[src/rtl/iep_pkg.sv]
// package: register map, field layout and timing constants of the block
package iep_pkg;
    localparam logic [7:0] iep_off_enables = 8'h68;
    localparam logic [7:0] iep_off_delay = 8'h6c;
    localparam logic [7:0] iep_off_level = 8'h70;
    localparam logic [7:0] iep_off_int_status = 8'h80;
    localparam logic [7:0] iep_off_int_mask = 8'h84;
    localparam int iep_always_bit = 31;
    localparam int iep_event_bits = 20;
    localparam int iep_rdlvl_lsb = 16;
    localparam int iep_lvl_w = 14;
    localparam logic [31:0] iep_enables_reset = 32'h0000_0000;
    localparam logic [31:0] iep_enables_mask = 32'h800f_ffff;
    localparam logic [15:0] iep_delay_reset = 16'h0800;
    // one delay unit is 16.667 ns; at 10 ns per clock count in picoseconds
    localparam int iep_unit_ps = 16667;
    localparam int iep_clk_ps = 10000;
    localparam int iep_irq_bits = 3;

    typedef struct packed {
        logic always_report_enable;
        logic mac_reset_timeout_enable;
        logic rx_frame_enable;
        logic transmitter_stopped_enable;
        logic receiver_stopped_enable;
        logic phy_event_enable;
        logic transmit_error_enable;
        logic tx_underrun_enable;
        logic tx_overrun_enable;
        logic rx_dropped_frame_enable;
        logic [10:0] pin_event_enables;
    } iep_enables_t;

    typedef struct packed {
        logic wr;
        logic rd;
        logic [7:0] addr;
        logic [31:0] wdata;
    } iep_bus_t;

    typedef struct packed {
        logic wr_dword;
        logic wr_done;
        logic wr_rewind;
        logic rd_dword;
        logic rd_done;
        logic rd_rewind;
    } iep_fifo_ev_t;
endpackage

[src/rtl/iep_regs.sv]
// interrupt endpoint reporting, short-packet delay and rx fifo levels
`timescale 1ns/100ps
module iep_regs (
    input wire logic clk,
    input wire logic rst,
    input wire iep_pkg::iep_bus_t bus,
    output logic [31:0] rdata,
    input wire logic [19:0] events,
    input wire logic poll_tick,
    output logic status_send,
    output logic [19:0] status_bits,
    input wire logic short_pkt_req,
    output logic short_pkt_go,
    input wire iep_pkg::iep_fifo_ev_t fifo_ev,
    output logic [13:0] rx_read_level,
    output logic [13:0] rx_write_level,
    output logic irq
);
    iep_pkg::iep_enables_t enables;
    logic [15:0] short_packet_delay;
    logic [19:0] pending;
    logic [13:0] wr_pkt_cnt;
    logic [13:0] rd_pkt_cnt;
    logic [13:0] done_q [0:15];
    logic [3:0] q_head;
    logic [3:0] q_tail;
    logic [13:0] head_cnt;
    logic [31:0] dly_acc;
    logic waiting;
    logic [iep_pkg::iep_irq_bits-1:0] int_status;
    logic [iep_pkg::iep_irq_bits-1:0] int_mask;
    logic [19:0] gated;
    logic send_now;
    logic [iep_pkg::iep_irq_bits-1:0] irq_ev;

    function automatic logic hit(input iep_pkg::iep_bus_t b,
                                 input logic [7:0] off);
        hit = b.wr && (b.addr == off);
    endfunction

    assign gated = events & 20'(enables);
    // all twenty event enables, bits 19:0, gate by bit position
    assign send_now = poll_tick &&
        (enables.always_report_enable || (pending != 20'h0));
    assign head_cnt = done_q[q_head];
    assign irq_ev = {short_pkt_go, fifo_ev.wr_rewind, send_now};

    always_ff @(posedge clk) begin
        if (rst) begin
            enables <= iep_pkg::iep_enables_t'(iep_pkg::iep_enables_reset);
        end else if (hit(bus, iep_pkg::iep_off_enables)) begin
            enables <= iep_pkg::iep_enables_t'({bus.wdata[31],
                                                bus.wdata[19:0]});
        end
    end

    always_ff @(posedge clk) begin
        if (rst) begin
            short_packet_delay <= iep_pkg::iep_delay_reset;
        end else if (hit(bus, iep_pkg::iep_off_delay)) begin
            short_packet_delay <= bus.wdata[15:0];
        end
    end

    // pending events latch until reported; a new event beats the clear
    always_ff @(posedge clk) begin
        if (rst) begin
            pending <= 20'h0;
            status_send <= 1'b0;
            status_bits <= 20'h0;
        end else begin
            status_send <= send_now;
            if (send_now) begin
                status_bits <= pending | gated;
                pending <= gated;
            end else begin
                pending <= pending | gated;
            end
        end
    end

    // delay accumulates in picoseconds so 16.667 ns units stay exact
    always_ff @(posedge clk) begin
        if (rst) begin
            waiting <= 1'b0;
            dly_acc <= 32'h0;
            short_pkt_go <= 1'b0;
        end else begin
            short_pkt_go <= 1'b0;
            if (!waiting && short_pkt_req) begin
                waiting <= 1'b1;
                dly_acc <= 32'h0;
            end else if (waiting) begin
                if (dly_acc >= 32'(short_packet_delay) *
                        32'(iep_pkg::iep_unit_ps)) begin
                    waiting <= 1'b0;
                    short_pkt_go <= 1'b1;
                end else begin
                    dly_acc <= dly_acc + 32'(iep_pkg::iep_clk_ps);
                end
            end
        end
    end

    // write side: count dwords of the packet being stored
    always_ff @(posedge clk) begin
        if (rst) begin
            wr_pkt_cnt <= 14'h0;
            q_tail <= 4'h0;
        end else if (fifo_ev.wr_rewind) begin
            wr_pkt_cnt <= 14'h0;
        end else if (fifo_ev.wr_done) begin
            done_q[q_tail] <= wr_pkt_cnt + 14'(fifo_ev.wr_dword);
            q_tail <= q_tail + 4'h1;
            wr_pkt_cnt <= 14'h0;
        end else if (fifo_ev.wr_dword) begin
            wr_pkt_cnt <= wr_pkt_cnt + 14'h1;
        end
    end

    // read side: limitation, at most 16 complete packets are tracked
    always_ff @(posedge clk) begin
        if (rst) begin
            rd_pkt_cnt <= 14'h0;
            q_head <= 4'h0;
        end else if (fifo_ev.rd_rewind) begin
            rd_pkt_cnt <= 14'h0;
        end else if (fifo_ev.rd_done) begin
            rd_pkt_cnt <= 14'h0;
            q_head <= q_head + 4'h1;
        end else if (fifo_ev.rd_dword) begin
            rd_pkt_cnt <= rd_pkt_cnt + 14'h1;
        end
    end

    always_ff @(posedge clk) begin
        if (rst) begin
            rx_write_level <= 14'h0;
        end else begin
            rx_write_level <= rx_write_level
                + (fifo_ev.wr_dword ? 14'h1 : 14'h0)
                - (fifo_ev.wr_rewind ? wr_pkt_cnt : 14'h0)
                - (fifo_ev.rd_done ? head_cnt : 14'h0);
        end
    end

    always_ff @(posedge clk) begin
        if (rst) begin
            rx_read_level <= 14'h0;
        end else begin
            rx_read_level <= rx_read_level
                + (fifo_ev.wr_done ?
                   wr_pkt_cnt + 14'(fifo_ev.wr_dword) : 14'h0)
                - ((fifo_ev.rd_dword && !fifo_ev.rd_rewind) ?
                   14'h1 : 14'h0)
                + (fifo_ev.rd_rewind ? rd_pkt_cnt : 14'h0);
        end
    end

    // sticky interrupt status: set wins over a write-one clear
    always_ff @(posedge clk) begin
        if (rst) begin
            int_status <= '0;
        end else if (hit(bus, iep_pkg::iep_off_int_status)) begin
            int_status <= (int_status &
                ~bus.wdata[iep_pkg::iep_irq_bits-1:0]) | irq_ev;
        end else begin
            int_status <= int_status | irq_ev;
        end
    end

    always_ff @(posedge clk) begin
        if (rst) begin
            int_mask <= '0;
        end else if (hit(bus, iep_pkg::iep_off_int_mask)) begin
            int_mask <= bus.wdata[iep_pkg::iep_irq_bits-1:0];
        end
    end

    // a set mask bit hides its status bit; reset leaves all unmasked
    assign irq = |(int_status & ~int_mask);

    always_ff @(posedge clk) begin
        if (rst) begin
            rdata <= 32'h0;
        end else if (bus.rd) begin
            unique case (bus.addr)
                iep_pkg::iep_off_enables:
                    rdata <= {enables.always_report_enable, 11'h0,
                              enables[19:0]};
                iep_pkg::iep_off_delay: rdata <= {16'h0, short_packet_delay};
                iep_pkg::iep_off_level:
                    rdata <= {2'h0, rx_read_level, 2'h0, rx_write_level};
                iep_pkg::iep_off_int_status: rdata <= {29'h0, int_status};
                iep_pkg::iep_off_int_mask: rdata <= {29'h0, int_mask};
                default: rdata <= 32'h0;
            endcase
        end else begin
            rdata <= 32'h0;
        end
    end
endmodule

[config.mk]
export PLATFORM = sky130hd
export DESIGN_NAME = iep_regs
export DESIGN_NICKNAME = d
export VERILOG_FILES = /design/src/rtl/iep_pkg.sv /design/src/rtl/iep_regs.sv
export SDC_FILE = /design/constraint.sdc
export NUM_CORES = 1
export LEC_CHECK = 0
export ABC_AREA = 1
export BUFFER_PORTS_ARGS = -buffer_cell sky130_fd_sc_hd__buf_2
export CAP_MARGIN = 20
export CORE_MARGIN = 5
export CORE_UTILIZATION = 43
export CTS_BUF_LIST = sky130_fd_sc_hd__clkbuf_4 sky130_fd_sc_hd__clkbuf_8
export DETAILED_ROUTE_END_ITERATION = 7
export GPL_ROUTABILITY_DRIVEN = 0
export PLACE_DENSITY = 0.69
export SLEW_MARGIN = 20
export SYNTH_ARGS = -nofsm -noshare
export SYNTH_HDL_FRONTEND = slang
export SYNTH_SLANG_ARGS = --single-unit
[constraint.sdc]
create_clock -name clk -period 7.9 [get_ports clk]
set_input_delay 1.58 -clock clk [delete_from_list [all_inputs] [get_ports clk]]
set_output_delay 1.58 -clock clk [all_outputs]
set_load 0.02 [all_outputs]
# After elaboration in Yosys (flattened, before gate mapping)
# Memories as Yosys holds them, arrays and structs flattened. A register that Yosys moved wholly into a read port is not among the register bits.
# Cells that the tools add are included.
# word_totals
latch_bits	0
n_memories	1
ramBits	224
romBits	0
inputBits	72
register_bits	214
# classes
add_sub_neg	12
shift	0
reduce_logical	20
div	0
n_mux	19
n_mul	1
n_eq_ne	5
magnitude_cmp	1
bitwise_logic	13
# memory_table
memory	words	word_bits	read_ports	rd_clocked_by_memory_dff	wr	line	text
done_q	16	14	1	1	1	iep_regs.sv:24	logic [13:0] done_q [0:15];
# ops
op	count
32-bit one-hot mux with 5 select lines	1
14-bit two-way mux	4
32-bit by 14-bit adder with 32-bit output, second input constant	1
32-bit by 31-bit >= comparator with 1-bit output	1
16-bit by 15-bit multiplier with 31-bit output, second input constant	1
14-bit by 1-bit adder with 14-bit output	2
14-bit by 1-bit adder with 14-bit output, second input constant	2
14-bit adder	2
14-bit subtractor	2
8-bit by 7-bit equality test with 1-bit output, second input constant	3
20-bit bitwise AND	1
20-bit two-way mux	1
20-bit OR	1
20-bit nonzero test	1
8-bit equality test, second input constant	2
14-bit by 1-bit subtractor with 14-bit output	1
3-bit OR reduction	4
1-bit two-way mux	10
4-bit by 1-bit adder with 4-bit output, second input constant	2
4-bit two-way mux	2
1-bit logical AND	7
3-bit bitwise AND	2
3-bit NOT	2
3-bit OR	2
6 further kinds	14

# Logic depth before layout (Yosys ltp)
# logic_depth
depth_word	5
mapped_depth	35
mapped_depth_nobuf	34

# Worst setup path before layout
# No wires, ideal clock.
# synth_path
path_type	register -> register
start	register short_packet_delay[11]
end	register dly_acc[30]
setup_time_ns	0.071
slack_ns	2.349
path_stages_with_launch	35
period_less_slack_ns	5.551
path_buffers	1
t_arrival_ns	5.480
cell_sequence	dfxtp_1 > ha_1 > xor2_1 > ha_1 > a21o_1 > ha_1 > inv_1 > fa_1 > inv_1 > fa_1 > inv_1 > fa_1 > inv_1 > ha_1 > nand2_1 > nor2_1 > inv_1 > nor2_1 > and3_1 > nand2_1 > nand4_1 > nand2_1 > ha_1 > nand2_1 > nand2_1 > nand2_1 > nand2_1 > nor2_1 > nand2_1 > a21oi_4 > nand2_4 > nor2_8 > buf_8 > nand2_2 > a21oi_2
# synth_via
elab_chain_cells	4
# synth_lines
element	line	text
start: declaration	iep_regs.sv:20	logic [15:0] short_packet_delay;
start signal: assignment	iep_regs.sv:59	short_packet_delay <= iep_pkg::iep_delay_reset;
start signal: assignment	iep_regs.sv:61	short_packet_delay <= bus.wdata[15:0];
16-bit by 15-bit multiplier with 31-bit output	iep_regs.sv:94	if (dly_acc >= 32'(short_packet_delay) *
32-bit by 31-bit >= comparator with 1-bit output	iep_regs.sv:94	
1-bit NOT (no line)	--	
2-bit AND reduction (no line)	--	
end signal: assignment	iep_regs.sv:99	dly_acc <= dly_acc + 32'(iep_pkg::iep_clk_ps);
end: declaration	iep_regs.sv:28	logic [31:0] dly_acc;
# Every way passes these cells.
# A chain may end at the register's enable or synchronous reset.

# Final worst setup path
# layout_path
start	register short_packet_delay[14]
end	register dly_acc[16]
# The elaborated chain is that of the path after synthesis.

==> metrics <==
Static Leak 12.5 nW; Hold Crit Class register to register; # hold bufs at CTS 0; GRT busiest layer met2; met1 Resource Use GR 27.0%; crit end category register; Fillers 5350; Final #Nets 3303; most frequent cells after synthesis nand2_1 (469), inv_1 (372), nor2_1 (306), o21ai_0 (235), edfxtp_1 (224); final hold vios 0; Initial Util 43.1%; die height 250 um; cell mode on critical path nand2_1; Ys Warns 0; count leader, synth nand2_1; Slowest Stage Delay on Critical Path 540 ps; ys async rst share 0%; clock share of power 34.2%; CTS root buffer clkbuf_8; Max Cap Viol 0; Post-CTS Setup Bufs 0; Worst EP arrival 7190 ps; Clk pin slew, worst setup/hold paths 60 ps; CTS tree done; largest net degree at the start of global routing 94; TNS Setup 0 ps; Final Instance Area 0.0278 mm2; #FFs+latches synth 437; first-pass GRT wire length 101 mm; Port Buffers 142; Cell Rows 88; Slew Limit Headroom 28.7%; Layout Cells excl Fill 3794; die area 0.0625 mm2; H-Tree Depth 3; initial antenna violation count 3; gr ovfl total 0; placed insts 3658; fmax 149 MHz; first drt pass iteration count 7; Worst-Margin Slew 1060 ps; VDD IR max 235 uV; cells after synthesis 2810; Yosys top cell area share 27.2%; Internal 4.11 mW; P_sw 2.00 mW; PwrDens 220 mW/mm2; Comb pwr share 24.1%; Power Total 6.11 mW; HPWL Detailed 44.9 mm; ranking of synthesized cells by area edfxtp_1 (27%), dfxtp_1 (17%), ha_1 (10%), nand2_1 (7.1%), inv_1 (5.6%); clock latency on the worst-skew pair 650 ps; met3 Track Usage GR 3.22%; Initial DRC Count 1304; Cell Area, Synth 0.0247 mm2; Max Slew Vio Count 0; met2 usage 32.9%; PostCTS Resize Cnt 0; IO Pins 155; Via Count 19752; WL/cell 16.8 um; sequential-to-total area share from yosys stat 44.4%; cell taking the most area after synthesis edfxtp_1; Syn Area/Cell 8.81 um2; total track usage 19.9%; share of layout cells above drive strength 1 12.5%; Core Region 0.0574 mm2; TritonCTS Buffers 74; CP Launch Type register; Routed Antenna Nets 0; WS Path Type register to register; CTS sink cnt 437; final WL 63.8 mm; critical path fanouts, max 28; synth unique cells 61; Die W 250 um; Sw Share 32.7%; Net Count, Synth 3144; Final setup viols 0; vias in the first global route 18734; sequential share of power 41.6%; via density per instance 5.21; clk buf depth 3; RSZ-0062 raised after global routing no; CP max-delay cell dfxtp_1; P&R area growth vs syn 12.3%; Final period util 84.9%; placed standard-cell area 0.0262 mm2; CP required 8380 ps; top_reg_cell synth edfxtp_1; EDFF count, synth 224; run status completed; DRC viols 0; Tmin final 6710 ps; clock skew 33.9 ps
==> power by group through the flow <==
stage / Clock, mW / Sequential, mW / Combinational [mW]
after floorplan: 0 / 2.62 / 1.03
after global placement: 0 / 2.60 / 1.44
after detailed placement: 0 / 2.60 / 1.46
after CTS: 2.13 / 2.55 / 1.47
after global routing: 2.24 / 2.55 / 1.68
final: 2.09 / 2.55 / 1.47
==> layout make-up <==
class	instances	area [um2]	share of cell area, %
diodes	2	5.00	0.0180
well taps	765	957	3.44
clock inverters	24	188	0.675
inverters	384	1440	5.19
clock buffers	110	1360	4.88
repair buffers	176	966	3.47
flip-flops and latches	437	11000	39.6
multi-input cells	1896	11900	42.8
==> layout by cell type, fill, tap and decap left out, drive strengths merged, types with 5 or more instances in the layout <==
master and instances:
a21o 14, a21oi 161, a221oi 5, a22oi 7
a31oi 9, buf 176, clkbuf 110, clkinv 20
clkinvlp 6, dfxtp 213, edfxtp 224, fa 62
ha 200, inv 381, nand2 487, nand3 95
nand4 31, nor2 320, nor3 73, o211ai 31
o21a 5, o21ai 241, o21bai 12, o221ai 37
o22ai 15, xnor2 25, xor2 44
==> final timing paths <==
kind | startpoint | to | slack [ps] | cells past startpoint
worst max register to register | short_packet_delay[14] | dly_acc[16] | 1190 | 33
worst max-delay path | short_packet_delay[14] | dly_acc[16] | 1190 | 33
worst min register to register | q_head[3] | q_head[3] | 450 | 1
worst min-delay path | q_head[3] | q_head[3] | 450 | 1
==> per-stage QoR <==
| stage | util (%) | setup slack [ps] | hold WS [ps] |
|---|---|---|---|
| floorplan | - | 2350 | 412 |
| global placement | 45.8 | 1360 | 431 |
| detailed placement | 45.8 | 1280 | 440 |
| CTS | 48.4 | 1260 | 447 |
| global route | 48.5 | 657 | 473 |
| finish | 48.5 | 1190 | 455 |
==> routing by layer <==
layer,routed length [um],vias up
met1,28400,9266
met5,0,-
li1,-,9765
met4,1660,0
met2,30100,608
met3,3670,113
==> registers in the layout, summed over array words and instances (netlist names), named ones only <==
signal	count
int_status	3
short_packet_delay	16
dly_acc	28
rx_read_level	14
status_bits	20
waiting	1
rdata	31
q_tail	4
done_q	224
pending	20
rd_pkt_cnt	14
wr_pkt_cnt	14
short_pkt_go	1
q_head	4
rx_write_level	14
status_send	1
int_mask	3
enables	21
==> critical path: cells and delay by family, from the launching register on <==
family | cells | cell delay, ps
buffers and inverters | 7 | 560
flip-flops | 1 | 540
adder cells (fa/ha/maj) | 8 | 2980
AO/OA/AOI/OAI | 2 | 510
AND/OR/NAND/NOR | 16 | 1950
==> logic make-up after synthesis <==
logic type | after synthesis | synth area share (%)
flops | 437 | 44.4
other cells | 1 | 0.0152
mux | 1 | 0.0404
buf+inv | 477 | 7.59
simple gates | 1020 | 17.6
fa+ha+maj | 262 | 15.1
xor+xnor | 69 | 2.47
compound gates | 543 | 12.7
Note: power is estimated with default switching activity, not from simulation.
